**src/cblc_pkg.sv**
```systemverilog
`default_nettype none
package cblc_pkg;
   localparam int unsigned CLK_HZ          = 25_000_000;
   localparam int unsigned SHORT_DELAY_US  = 8000;
   localparam int unsigned SHORT_DELAY_CYC = SHORT_DELAY_US * (CLK_HZ / 1_000_000);
   localparam int unsigned SHORT_CNT_W     = 18;
   localparam int unsigned FOLD_TICK_US    = 100;
   localparam int unsigned FOLD_TICK_CYC   = FOLD_TICK_US * (CLK_HZ / 1_000_000);
   localparam int unsigned FOLD_CNT_W      = 12;

   // millivolt and milliamp figures
   localparam logic [10:0] REF_FULL_MV     = 11'h4b0;
   localparam logic [10:0] REF_STEP_MV     = 11'h04b;
   localparam logic [10:0] REF_FLOOR_MV    = 11'h058;
   localparam logic [12:0] SYSTEM_OUTPUT_NODE_TARGET_MV  = 13'h10fe;
   localparam logic [12:0] BOOST_INPUT_SUPPLY_NODE_MV   = 13'h1388;
   localparam logic [10:0] BOOST_ILIM_MA   = 11'h578;

   // register byte addresses
   localparam logic [4:0]  ADDR_CTRL       = 5'h00;
   localparam logic [4:0]  ADDR_USB_LIM    = 5'h04;
   localparam logic [4:0]  ADDR_ADP_LIM    = 5'h08;
   localparam logic [4:0]  ADDR_STATUS     = 5'h0c;
   localparam logic [4:0]  ADDR_REF        = 5'h10;
   localparam logic [4:0]  IDX_IRQ         = 5'h06;
   localparam logic [4:0]  ADDR_IRQ        = 5'(IDX_IRQ * 4);

   // control register fields
   localparam int unsigned CTL_CHG_LSB     = 0;
   localparam int unsigned CTL_UVDIS       = 4;
   localparam int unsigned CTL_BREQ        = 5;
   localparam int unsigned CTL_INHIBIT     = 6;
   localparam int unsigned CTL_PRIO        = 7;
   localparam logic [7:0]  CTRL_RST        = 8'h0f;
   localparam int unsigned IRQ_EN_BIT      = 0;
   localparam int unsigned IRQ_PEND_BIT    = 1;
   localparam logic [4:0]  ILIM_DEFAULT    = 5'h01;

   localparam int unsigned PIN_W           = 9;

   typedef struct packed {
      logic usb_good;
      logic adp_good;
      logic batt_below_fold;
      logic batt_below_low;
      logic id_low;
      logic boost_short;
      logic system_output_node_low;
      logic at_ilim;
      logic input_supply_node_uv;
   } cblc_pins_type;

   typedef enum logic [1:0] {BST_OFF, BST_RUN, BST_FAULT} cblc_boost_type;
endpackage
`default_nettype wire

```
**src/cblc_sync.sv**
```systemverilog
`timescale 1ns/1ps
`default_nettype none
module cblc_sync (
   input  wire logic                    i_clk,
   input  wire logic                    i_rst_n,
   input  wire cblc_pkg::cblc_pins_type i_d,
   output var cblc_pkg::cblc_pins_type  o_q
);
   import cblc_pkg::*;

   logic [PIN_W-1:0] s1;
   logic [PIN_W-1:0] s2;
   logic [PIN_W-1:0] s3;

   always_ff @(posedge i_clk or negedge i_rst_n) begin
      if (!i_rst_n) begin
         s1 <= '0;
         s2 <= '0;
         s3 <= '0;
      end else begin
         s1 <= i_d;
         s2 <= s1;
         s3 <= s2;
      end
   end

   // a bit moves only once the second and third stage agree
   always_ff @(posedge i_clk or negedge i_rst_n) begin
      if (!i_rst_n) begin
         o_q <= '0;
      end else begin
         o_q <= (~(s2 ^ s3) & s3) | ((s2 ^ s3) & o_q);
      end
   end
endmodule
`default_nettype wire

```
**src/cblc_top.sv**
```systemverilog
// Notes on behaviour
// full scale 1.200 is default; 4-bit setting picks fifteen references, 6.25% apart
// below 3.25V battery the reference ramps down to a floor reached below 2.8V
// system output target is a fixed 4.35V, not adjustable
// deeply discharged battery: hold the system output near 3.5V
// separate 5-bit limit per input; the active input's limit applies
// USB power removed: USB limit returns to the 100mA default
// adapter limit returns to default only when both inputs lose power
// load plus charge at input limit: cut charge just enough for the load
// throttle near 4.3V input unless software sets the disable bit
// boost runs the regulator in reverse, lifting the USB input to 5V
// boost starts from a grounded ID pin or the software request command
// boost stays off with power on either input or battery below 2.8V
// boost feeds only the USB input and ignores the priority bit
// boost gives at least 500mA, limits near 1.4A, lets the bus sag
// boost short circuit: shut down after about 8ms, set the fault flag
// ID pin watched always; flag true while the pin is grounded
// when enabled, each ID status change raises an interrupt request
// inhibit bit blocks ID autostart but not ID monitoring or reporting
// request command starts boost regardless of ID status and inhibit bit
// ID counts as grounded only below about 24k
// full write to index 6 clears pending interrupts; reading does not; here any write with byte 0 enabled clears them
// both inputs valid: adapter by default, USB when the priority bit is set
// short must persist the whole delay, counted on the device clock
//
// The Avalon-MM interface to the registers and the placing of the registers were decided locally.
`timescale 1ns/1ps
`default_nettype none
module cblc_top #(
   parameter int unsigned SHORT_DELAY_CYCLES = cblc_pkg::SHORT_DELAY_CYC
) (
   input  wire logic                    i_clk,
   input  wire logic                    i_rst_n,
   input  wire logic [4:0]              i_avs_address,
   input  wire logic                    i_avs_read,
   input  wire logic                    i_avs_write,
   input  wire logic [31:0]             i_avs_writedata,
   input  wire logic [3:0]              i_avs_byteenable,
   output logic [31:0]                  o_avs_readdata,
   output logic                         o_avs_waitrequest,
   input  wire cblc_pkg::cblc_pins_type i_pins,
   output logic [10:0]                  o_charge_ref_mv,
   output logic [12:0]                  o_system_output_node_target_mv,
   output logic                         o_system_output_node_min_servo,
   output logic                         o_charge_reduce,
   output logic                         o_uv_limit_active,
   output logic                         o_use_usb,
   output logic                         o_use_adapter,
   output logic [4:0]                   o_input_limit_code,
   output logic                         o_boost_enable,
   output logic [12:0]                  o_boost_input_supply_node_mv,
   output logic [10:0]                  o_boost_ilim_ma,
   output logic                         o_irq
);
   import cblc_pkg::*;

   logic                   rst_meta;
   logic                   rst_n;
   cblc_pins_type          pin;
   logic [7:0]             ctrl;
   logic [4:0]             usb_lim;
   logic [4:0]             adp_lim;
   logic                   irq_en;
   logic                   usb_prev;
   logic                   any_prev;
   logic                   id_prev;
   logic [10:0]            fold_ceil;
   logic [FOLD_CNT_W-1:0]  fold_cnt;
   logic                   fold_tick;
   logic [SHORT_CNT_W-1:0] short_cnt;
   logic                   short_done;
   cblc_boost_type         state;
   cblc_boost_type         next_state;
   logic                   boost_fault_flag;
   logic [7:0]             rd_mux;
   logic [10:0]            charge_current_program_pin_mv;
   logic                   req;
   logic                   wr_fire;
   logic                   usb_fall;
   logic                   any_fall;
   logic                   id_change;
   logic                   boost_block;
   logic                   boost_start;
   logic                   boost_on;

   function automatic logic [10:0] ref_mv(input logic [3:0] code);
      return REF_FULL_MV - 11'(REF_STEP_MV * (4'hf - ((code == 4'h0) ? 4'h1 : code)));
   endfunction

   always_ff @(posedge i_clk or negedge i_rst_n) begin
      if (!i_rst_n) begin
         rst_meta <= 1'b0;
         rst_n    <= 1'b0;
      end else begin
         rst_meta <= 1'b1;
         rst_n    <= rst_meta;
      end
   end

   cblc_sync u_sync (
      .i_clk   (i_clk),
      .i_rst_n (rst_n),
      .i_d     (i_pins),
      .o_q     (pin)
   );

   // bus slave: one wait cycle, then a single cycle with waitrequest low
   assign req     = i_avs_read | i_avs_write;
   assign wr_fire = i_avs_write & ~o_avs_waitrequest & i_avs_byteenable[0];

   always_ff @(posedge i_clk or negedge rst_n) begin
      if (!rst_n) begin
         o_avs_waitrequest <= 1'b1;
      end else begin
         o_avs_waitrequest <= ~(req & o_avs_waitrequest);
      end
   end

   always_comb begin
      rd_mux = 8'h00;
      if (i_avs_address == ADDR_CTRL) begin
         rd_mux = ctrl;
      end else if (i_avs_address == ADDR_USB_LIM) begin
         rd_mux = {3'h0, usb_lim};
      end else if (i_avs_address == ADDR_ADP_LIM) begin
         rd_mux = {3'h0, adp_lim};
      end else if (i_avs_address == ADDR_STATUS) begin
         rd_mux = {o_use_adapter, o_use_usb, pin.adp_good, pin.usb_good,
                   pin.batt_below_low, boost_fault_flag, boost_on, pin.id_low};
      end else if (i_avs_address == ADDR_REF) begin
         rd_mux = o_charge_ref_mv[10:3];
      end else if (i_avs_address == ADDR_IRQ) begin
         rd_mux = {6'h00, o_irq, irq_en};
      end
   end

   always_ff @(posedge i_clk or negedge rst_n) begin
      if (!rst_n) begin
         o_avs_readdata <= 32'h0000_0000;
      end else if (i_avs_read && o_avs_waitrequest) begin
         o_avs_readdata <= {24'h00_0000, rd_mux};
      end
   end

   always_ff @(posedge i_clk or negedge rst_n) begin
      if (!rst_n) begin
         ctrl <= CTRL_RST;
      end else if (wr_fire && i_avs_address == ADDR_CTRL) begin
         ctrl <= i_avs_writedata[7:0];
      end
   end

   // input limits: hardware default wins over a write in the same cycle
   assign usb_fall = usb_prev & ~pin.usb_good;
   assign any_fall = any_prev & ~(pin.usb_good | pin.adp_good);

   always_ff @(posedge i_clk or negedge rst_n) begin
      if (!rst_n) begin
         usb_prev <= 1'b0;
         any_prev <= 1'b0;
         id_prev  <= 1'b0;
      end else begin
         usb_prev <= pin.usb_good;
         any_prev <= pin.usb_good | pin.adp_good;
         id_prev  <= pin.id_low;
      end
   end

   always_ff @(posedge i_clk or negedge rst_n) begin
      if (!rst_n) begin
         usb_lim <= ILIM_DEFAULT;
      end else if (usb_fall) begin
         usb_lim <= ILIM_DEFAULT;
      end else if (wr_fire && i_avs_address == ADDR_USB_LIM) begin
         usb_lim <= i_avs_writedata[4:0];
      end
   end

   always_ff @(posedge i_clk or negedge rst_n) begin
      if (!rst_n) begin
         adp_lim <= ILIM_DEFAULT;
      end else if (any_fall) begin
         adp_lim <= ILIM_DEFAULT;
      end else if (wr_fire && i_avs_address == ADDR_ADP_LIM) begin
         adp_lim <= i_avs_writedata[4:0];
      end
   end

   // input selection; boost owns the USB input and bypasses priority
   always_ff @(posedge i_clk or negedge rst_n) begin
      if (!rst_n) begin
         o_use_usb          <= 1'b0;
         o_use_adapter      <= 1'b0;
         o_input_limit_code <= ILIM_DEFAULT;
      end else if (boost_on) begin
         o_use_usb          <= 1'b0;
         o_use_adapter      <= 1'b0;
         o_input_limit_code <= usb_lim;
      end else if (pin.usb_good && pin.adp_good) begin
         o_use_usb          <= ctrl[CTL_PRIO];
         o_use_adapter      <= ~ctrl[CTL_PRIO];
         o_input_limit_code <= ctrl[CTL_PRIO] ? usb_lim : adp_lim;
      end else begin
         o_use_usb          <= pin.usb_good;
         o_use_adapter      <= pin.adp_good;
         o_input_limit_code <= pin.usb_good ? usb_lim : adp_lim;
      end
   end

   // low battery foldback of the charge reference
   assign fold_tick = (fold_cnt == FOLD_CNT_W'(FOLD_TICK_CYC - 1));
   assign charge_current_program_pin_mv   = ref_mv(ctrl[CTL_CHG_LSB +: 4]);

   always_ff @(posedge i_clk or negedge rst_n) begin
      if (!rst_n) begin
         fold_cnt <= '0;
      end else begin
         fold_cnt <= fold_tick ? '0 : fold_cnt + 1'b1;
      end
   end

   always_ff @(posedge i_clk or negedge rst_n) begin
      if (!rst_n) begin
         fold_ceil <= REF_FULL_MV;
      end else if (pin.batt_below_low) begin
         fold_ceil <= REF_FLOOR_MV;
      end else if (fold_tick && pin.batt_below_fold) begin
         fold_ceil <= (fold_ceil > REF_FLOOR_MV + REF_STEP_MV) ? fold_ceil - REF_STEP_MV : REF_FLOOR_MV;
      end else if (fold_tick) begin
         fold_ceil <= (fold_ceil < REF_FULL_MV - REF_STEP_MV) ? fold_ceil + REF_STEP_MV : REF_FULL_MV;
      end
   end

   always_ff @(posedge i_clk or negedge rst_n) begin
      if (!rst_n) begin
         o_charge_ref_mv   <= REF_FULL_MV;
         o_system_output_node_target_mv  <= SYSTEM_OUTPUT_NODE_TARGET_MV;
         o_system_output_node_min_servo  <= 1'b0;
         o_charge_reduce   <= 1'b0;
         o_uv_limit_active <= 1'b0;
         o_boost_input_supply_node_mv   <= BOOST_INPUT_SUPPLY_NODE_MV;
         o_boost_ilim_ma   <= BOOST_ILIM_MA;
      end else begin
         o_charge_ref_mv   <= (charge_current_program_pin_mv < fold_ceil) ? charge_current_program_pin_mv : fold_ceil;
         o_system_output_node_target_mv  <= SYSTEM_OUTPUT_NODE_TARGET_MV;
         o_system_output_node_min_servo  <= pin.batt_below_fold & pin.system_output_node_low;
         o_charge_reduce   <= pin.at_ilim & ~boost_on;
         o_uv_limit_active <= pin.input_supply_node_uv & ~ctrl[CTL_UVDIS] & ~boost_on;
         o_boost_input_supply_node_mv   <= BOOST_INPUT_SUPPLY_NODE_MV;
         o_boost_ilim_ma   <= BOOST_ILIM_MA;
      end
   end

   // boost control
   assign boost_block = pin.usb_good | pin.adp_good | pin.batt_below_low;
   assign boost_start = (pin.id_low & ~ctrl[CTL_INHIBIT]) | ctrl[CTL_BREQ];
   assign boost_on    = (state == BST_RUN);
   assign short_done  = pin.boost_short && short_cnt == SHORT_CNT_W'(SHORT_DELAY_CYCLES - 1);

   always_ff @(posedge i_clk or negedge rst_n) begin
      if (!rst_n) begin
         short_cnt <= '0;
      end else if (boost_on && pin.boost_short && !short_done) begin
         short_cnt <= short_cnt + 1'b1;
      end else begin
         short_cnt <= '0;
      end
   end

   always_comb begin
      next_state = state;
      case (state)
         BST_OFF: begin
            if (boost_start && !boost_block) begin
               next_state = BST_RUN;
            end
         end
         BST_RUN: begin
            if (!boost_start || boost_block) begin
               next_state = BST_OFF;
            end else if (short_done) begin
               next_state = BST_FAULT;
            end
         end
         BST_FAULT: begin
            if (!boost_start) begin
               next_state = BST_OFF;
            end
         end
         default: begin
            next_state = BST_OFF;
         end
      endcase
   end

   always_ff @(posedge i_clk or negedge rst_n) begin
      if (!rst_n) begin
         state          <= BST_OFF;
         o_boost_enable <= 1'b0;
      end else begin
         state          <= next_state;
         o_boost_enable <= (next_state == BST_RUN);
      end
   end

   always_ff @(posedge i_clk or negedge rst_n) begin
      if (!rst_n) begin
         boost_fault_flag <= 1'b0;
      end else if (state == BST_RUN && next_state == BST_FAULT) begin
         boost_fault_flag <= 1'b1;
      end else if (state == BST_OFF && next_state == BST_RUN) begin
         boost_fault_flag <= 1'b0;
      end
   end

   // ID change interrupt; a change in the clearing cycle keeps it pending
   assign id_change = pin.id_low ^ id_prev;

   always_ff @(posedge i_clk or negedge rst_n) begin
      if (!rst_n) begin
         irq_en <= 1'b0;
      end else if (wr_fire && i_avs_address == ADDR_IRQ) begin
         irq_en <= i_avs_writedata[IRQ_EN_BIT];
      end
   end

   always_ff @(posedge i_clk or negedge rst_n) begin
      if (!rst_n) begin
         o_irq <= 1'b0;
      end else if (irq_en && id_change) begin
         o_irq <= 1'b1;
      end else if (wr_fire && i_avs_address == ADDR_IRQ) begin
         o_irq <= 1'b0;
      end
   end
endmodule
`default_nettype wire

```
**config.mk**
```make
export PLATFORM = sky130hd
export DESIGN_NAME = cblc_top
export DESIGN_NICKNAME = d
export VERILOG_FILES = /design/src/cblc_pkg.sv /design/src/cblc_sync.sv /design/src/cblc_top.sv
export SDC_FILE = /design/constraint.sdc
export NUM_CORES = 1
export LEC_CHECK = 0
export BUFFER_PORTS_ARGS = -buffer_cell sky130_fd_sc_hd__buf_4
export CAP_MARGIN = 20
export CELL_PAD_IN_SITES_DETAIL_PLACEMENT = 0
export CELL_PAD_IN_SITES_GLOBAL_PLACEMENT = 1
export CORE_UTILIZATION = 43
export DETAILED_ROUTE_END_ITERATION = 10
export PLACE_DENSITY_LB_ADDON = 0.1
export SLEW_MARGIN = 30
export SYNTH_ARGS = -nofsm -noshare
export SYNTH_HDL_FRONTEND = slang
export SYNTH_SLANG_ARGS = --single-unit
```
**constraint.sdc**
```tcl
create_clock -name i_clk -period 4.76 [get_ports i_clk]
set_input_delay 0.952 -clock i_clk [delete_from_list [all_inputs] [get_ports i_clk]]
set_output_delay 0.952 -clock i_clk [all_outputs]
set_load 0.01 [all_outputs]
```
# Word level (Yosys, flattened, before mapping)
# Index checks and enable logic that the tools add are counted.
[word_totals] in_bits=54 out_inout_bits=93 regBits=136
[op_classes] reduce_logical=26 addsub=6 bitwise=28 mux=36 eq_ne=11 mul=1 order_cmp=3
[op_table] op="$mux 11" count=6
[op_table] op="$mux 5" count=8
[op_table] op="$mux 8" count=5
[op_table] op="$add 18x1->18 const B" count=1
[op_table] op="$and 9x9->9" count=2
[op_table] op="$eq 18x18->1 const B" count=1
[op_table] op="$mux 18" count=1
[op_table] op="$logic_and 1x1->1" count=14
[op_table] op="$add 12x1->12 const B" count=1
[op_table] op="$eq 12x12->1 const B" count=1
[op_table] op="$mux 12" count=1
[op_table] op="$add 11x7->11 const B" count=1
[op_table] op="$gt 11x8->1 const B" count=1
[op_table] op="$lt 11x11->1" count=1
[op_table] op="$lt 11x11->1 const B" count=1
[op_table] op="$mul 8x5->11 const A" count=1
[op_table] op="$sub 11x11->11 const A" count=1
[op_table] op="$sub 11x7->11 const B" count=1
[op_table] op="$and 1x1->1" count=10
[op_table] op="$eq 5x4->1 const B" count=2
[op_table] op="$eq 5x5->1 const B" count=2
[op_table] op="$mux 2" count=5
[op_table] op="$not 9->9" count=1
[op_table] op="$or 9x9->9" count=1
[op_table] op="other kinds (18)" count=42

# Longest topological paths before layout
[depth] ltp_word=11 ltp_mapped=23

# Hierarchy
# Synthesis repeated with hierarchy kept, for this count alone.
[hier_totals] cells_unflattened=681 area_unflattened_um2=7135.6
[by_module_without_submodules] mod="cblc_top" cells_each=636 n_inst=1 area_per_inst_um2=6133.4 seq_area_each_um2=2522.4
[by_module_without_submodules] mod="cblc_sync" cells_each=45 n_inst=1 area_per_inst_um2=1002.2 seq_area_each_um2=900.9

# Worst setup path after synthesis
# OpenSTA, ideal clock, no wires.
[synth_path] path_type="flip-flop to flip-flop" start="reg ctrl[3]" end="reg o_charge_ref_mv[2]" t_required_ns=4.635 path_slack_ns=0.072 path_buffers=2 arrival_ns=4.562 path_stages_with_launch=24 setup_ns=0.125 synth_period_minus_slack_ns=4.688 cell_sequence="dfstp_2 -> buf_6 -> nor3_2 -> or2_4 -> inv_1 -> ha_1 -> nand2_1 -> fa_1 -> inv_1 -> ha_1 -> inv_1 -> ha_1 -> a21o_1 -> a21oi_1 -> o21bai_1 -> a21oi_1 -> xor2_1 -> ha_1 -> a21o_1 -> a21o_1 -> a221oi_1 -> o21ai_1 -> buf_6 -> mux2_4"
[synth_via] elab_chain_cells=7
[synth_rtl] element="start, declared" line="cblc_top.sv:60" source="logic [7:0] ctrl;"
[synth_rtl] element="start signal, assigned" line="cblc_top.sv:149" source="ctrl <= i_avs_writedata[7:0];"
[synth_rtl] element="$logic_not 4->1" line="cblc_top.sv:87" source="return REF_FULL_MV - 11'(REF_STEP_MV * (4'hf - ((code == 4'h0) ? 4'h1 : code)));"
[synth_rtl] element="$mux 4 *" line="cblc_top.sv:87"
[synth_rtl] element="$sub 4x4->5 *" line="cblc_top.sv:87"
[synth_rtl] element="$mul 8x5->11 *" line="cblc_top.sv:87"
[synth_rtl] element="$sub 11x11->11 *" line="cblc_top.sv:87"
[synth_rtl] element="$lt 11x11->1" line="cblc_top.sv:244" source="o_charge_ref_mv <= (charge_current_program_pin_mv < fold_ceil) ? charge_current_program_pin_mv : fold_ceil;"
[synth_rtl] element="$mux 11 *" line="cblc_top.sv:244"
[synth_rtl] element="end signal, assigned" line="cblc_top.sv:244"
[synth_rtl] element="end, declared" line="cblc_top.sv:42" source="output logic [10:0] o_charge_ref_mv,"
# Mark *: on every way between the ends. The rest lies on a longest branch, timed or not.
# A chain may end at the register's enable or synchronous reset.

# Worst setup path after layout
[layout_path] start="reg ctrl[1]" end="reg o_charge_ref_mv[8]"
# The elaborated chain is that of the path after synthesis.

==> flow_summary_export.csv <==
group,metric,value,unit
grt,antenna_found_initial,0,
detailed_routing,routed_via_density,4.86,
yosys,async_flop_share,100,%
worst_setup_path,critical_path_buf_inv_count,5,
sta,relSlewSlack,54.5,%
clocking,cts_hold_buf,0,
clocking,cts_sinks,136,
detailed_routing,wl_per_cell,15.0,um
grt,grt_overflow,0,
power,power.density,431,nW/um^2
clocking,cts_root_buf,"clkbuf_16",
yosys,yosysSeqAreaShare,48.0,%
placed_design,port_buffers,58,
clocking,clk_latency,0.41,ns
finish,drive_gt1_share,23.6,%
grt,grt_usage,18.7,%
detailed_routing,drtAntennaViolNets,0,
detailed_routing,vias,4754,
grt,grt_pass1_wl,24400,um
yosys,yosys.area.top_type_share,42.1,%
sta,max_freq,0.219,GHz
worst_setup_path,path_delay_family,"adder cells",
outcome,status,"finished, final reports clean",
sta,finalHoldWorstSlack,0.313,ns
worst_setup_path,cp_num_cells,22,
worst_setup_path,start_kind,"register",
die,die_w,131,um
finish,antenna_cells,0,
clocking,cts_buffers,17,
power,power_leakage,3.88,nW
sta,drv_slew,0,
worst_setup_path,path_max_fanout,6,
die,io_pins,147,
power,ir_drop,0.293,mV
yosys,avgSynthCellArea,10.7,um^2
yosys,syn-cell-area,7130,um^2
placed_design,dp_hpwl,10900,um
finish,area_growth,17.2,%
worst_setup_path,cp_slowest_cell,"dfstp_2",
clocking,cts_tree,"done",
worst_setup_path,required,5.05,ns
finish,final_cell_mix,"dfrtp_1 (119), buf_4 (79), conb_1 (62)",
clocking,htreeDepth,4,
worst_setup_path,end_kind,"register",
sta,min_period_over_period,95.7,%
detailed_routing,drt-total-wl,14700,um
yosys,ys_seq_elements,136,
clocking,cts_buffer_depth,2,
sta,hold_viol,0,
yosys,ys_types,69,
clocking,clk_pin_slew,0.06,ns
detailed_routing,drt_pass1_iterations,4,
sta,worst_slew_pin_slew,0.680,ns
worst_setup_path,r2r_cells,22,
worst_setup_path,critPathKind,"reg -> reg",
worst_hold_path,hold_class,"in -> async",
grt,grt_pass1_vias,4885,
detailed_routing,first_iter_violations,193,
worst_setup_path,crit_arrival,4.85,ns
die,start_util,44.4,%
yosys,ys.flop_type,"dfrtp_1",
yosys,synth_cells,669,
die,dieArea,17100,um^2
die,num_rows,46,
sta,setup_viol,0,
yosys,yosys.area.top_type,"dfrtp_1",
detailed_routing,drc_errors,0,
finish,fin_util,52.1,%
die,die_h,131,um
sta,min_period,4.56,ns
finish,fill_cells,1445,
job,drv_cap,0,
worst_setup_path,path_cells,"nor3_2 > or2_4 > inv_2 > ha_4 > inv_1 > fa_1 > inv_2 > ha_4 > inv_2 > ha_4 > a21o_1 > a21oi_2 > o21bai_1 > a21oi_1 > xor2_1 > ha_1 > a21o_1 > a21o_1 > a221oi_2 > o21ai_1 > buf_4 > mux2_4",
finish,final_common_cell,"dfrtp_1",
grt,grt_start_max_net_pins,55,
yosys,synthTopCellsByArea,"dfrtp_1 (42%), buf_4 (6.5%), dfstp_2 (5.9%), ha_1 (5.4%), nor2_1 (3.0%)",
finish,layout.nets,836,
yosys,yosysWarnings,0,
die,coreArea,16100,um^2
sta,skew,0.00622,ns
yosys,synth_edf_count,0,
worst_setup_path,slowest_delay,0.56,ns
placed_design,gp_congestion,0.880,
[cell usage after synthesis, drive strengths merged (4+ instances only)]
cell type	n
dfrtp	120
buf	72
nor2	60
nand2	46
inv	41
o21ai	34
ha	31
a21oi	24
xnor2	23
mux2	20
mux2i	19
nand3	18
dfstp	16
xor2	15
nor3	11
and3	10
maj3	9
nor2b	9
a211oi	7
nand2b	7
a21o	6
a221oi	6
a31oi	6
clkbuf	6
a22o	4
or2	4
[registers in the layout (all words and copies together) (netlist names), 2 cells and up, named ones only]
| signal | count |
|---|---|
| short_cnt | 18 |
| usb_lim | 5 |
| u_sync.s3 | 9 |
| o_avs_readdata | 8 |
| u_sync.s2 | 9 |
| fold_ceil | 11 |
| state | 2 |
| u_sync.s1 | 9 |
| fold_cnt | 12 |
| o_input_limit_code | 5 |
| o_charge_ref_mv | 11 |
| adp_lim | 5 |
| ctrl | 8 |
[power breakdown]
part	internal, mW	switching, mW
registers	1.25	0.0625
logic	0.481	0.447
clock network	0.881	0.483
total	2.61	0.993
[what timing repair did]
action	4_1_cts	5_1_grt
setup endpoints to repair	9	11
gates resized for setup	1	12
pin swaps	1	9
setup buffers	2	4
[worst paths after layout]
path                              start            endpoint  slack (ns)
min in group i_clk         u_sync.s1[5]        u_sync.s2[5]        0.35
max in group asynchronous         rst_n           o_use_usb        3.34
hold reg to reg                   rst_n        short_cnt[2]        0.32
hold / removal                  i_rst_n            rst_meta        0.31
setup reg to reg                ctrl[1]  o_charge_ref_mv[8]        0.20
setup / recovery                ctrl[1]  o_charge_ref_mv[8]        0.20
[layout make-up]
| type | count | area, um^2 | share of cell area, % |
|---|---|---|---|
| multi-input combinational | 474 | 3290 | 39.4 |
| tap | 216 | 270 | 3.23 |
| sequential | 136 | 3430 | 41.0 |
| inverter | 41 | 154 | 1.84 |
| clock inverter | 10 | 140 | 1.68 |
| clock buffer | 22 | 484 | 5.79 |
| timing repair buffer | 79 | 593 | 7.09 |
[worst reg2reg max path, stage by stage (launching register included)]
cell	delay, ns
dfstp_2	0.56
nor3_2	0.05
or2_4	0.23
inv_2	0.06
ha_4	0.11
inv_1	0.05
fa_1	0.52
inv_2	0.05
ha_4	0.26
inv_2	0.04
ha_4	0.23
a21o_1	0.18
a21oi_2	0.15
o21bai_1	0.08
a21oi_1	0.16
xor2_1	0.21
ha_1	0.28
a21o_1	0.19
a21o_1	0.18
a221oi_2	0.25
o21ai_1	0.11
buf_4	0.18
mux2_4	0.30
[layer usage]
layer  part of all wire, %  track usage, %  vias to the layer above
li1                      -               -                     2323
met2                    47            29.9                      100
met1                    48            24.8                     2312
met5                     0               0                        -
met3                   3.5            4.72                       19
met4                   1.5            6.22                        0
[through the flow]
stage / worst slack (ns) / instance area (um^2) / setup TNS (ns) / instances / power (mW)
6_report: 0.203 / 8360 / 0 / 978 / 3.60
3_5_place_dp: -0.0716 / 7630 / -0.417 / 940 / 2.18
2_1_floorplan: 0.0724 / 7360 / 0 / 729 / 1.94
4_1_cts: 0.00998 / 8270 / 0 / 974 / 3.58
3_3_place_gp: -0.0476 / 7630 / -0.221 / 940 / 2.16
5_1_grt: -0.00775 / 8360 / -0.0216 / 978 / 3.82
[kinds of logic (layout without fill, tap and decap cells)]
logic type	after synthesis	in the layout	share of synthesized area (%)
buffers and inverters	119	152	9.93
other	2	62	0.105
adder cells (fa/ha/maj)	42	42	7.26
AND/OR/NAND/NOR	185	185	13.2
AO/OA/AOI/OAI	108	108	10.6
XOR/XNOR	38	38	4.67
multiplexers	39	39	6.24
flip-flops	136	136	48.0
No activity file was read; power rests on OpenSTA's default activity.
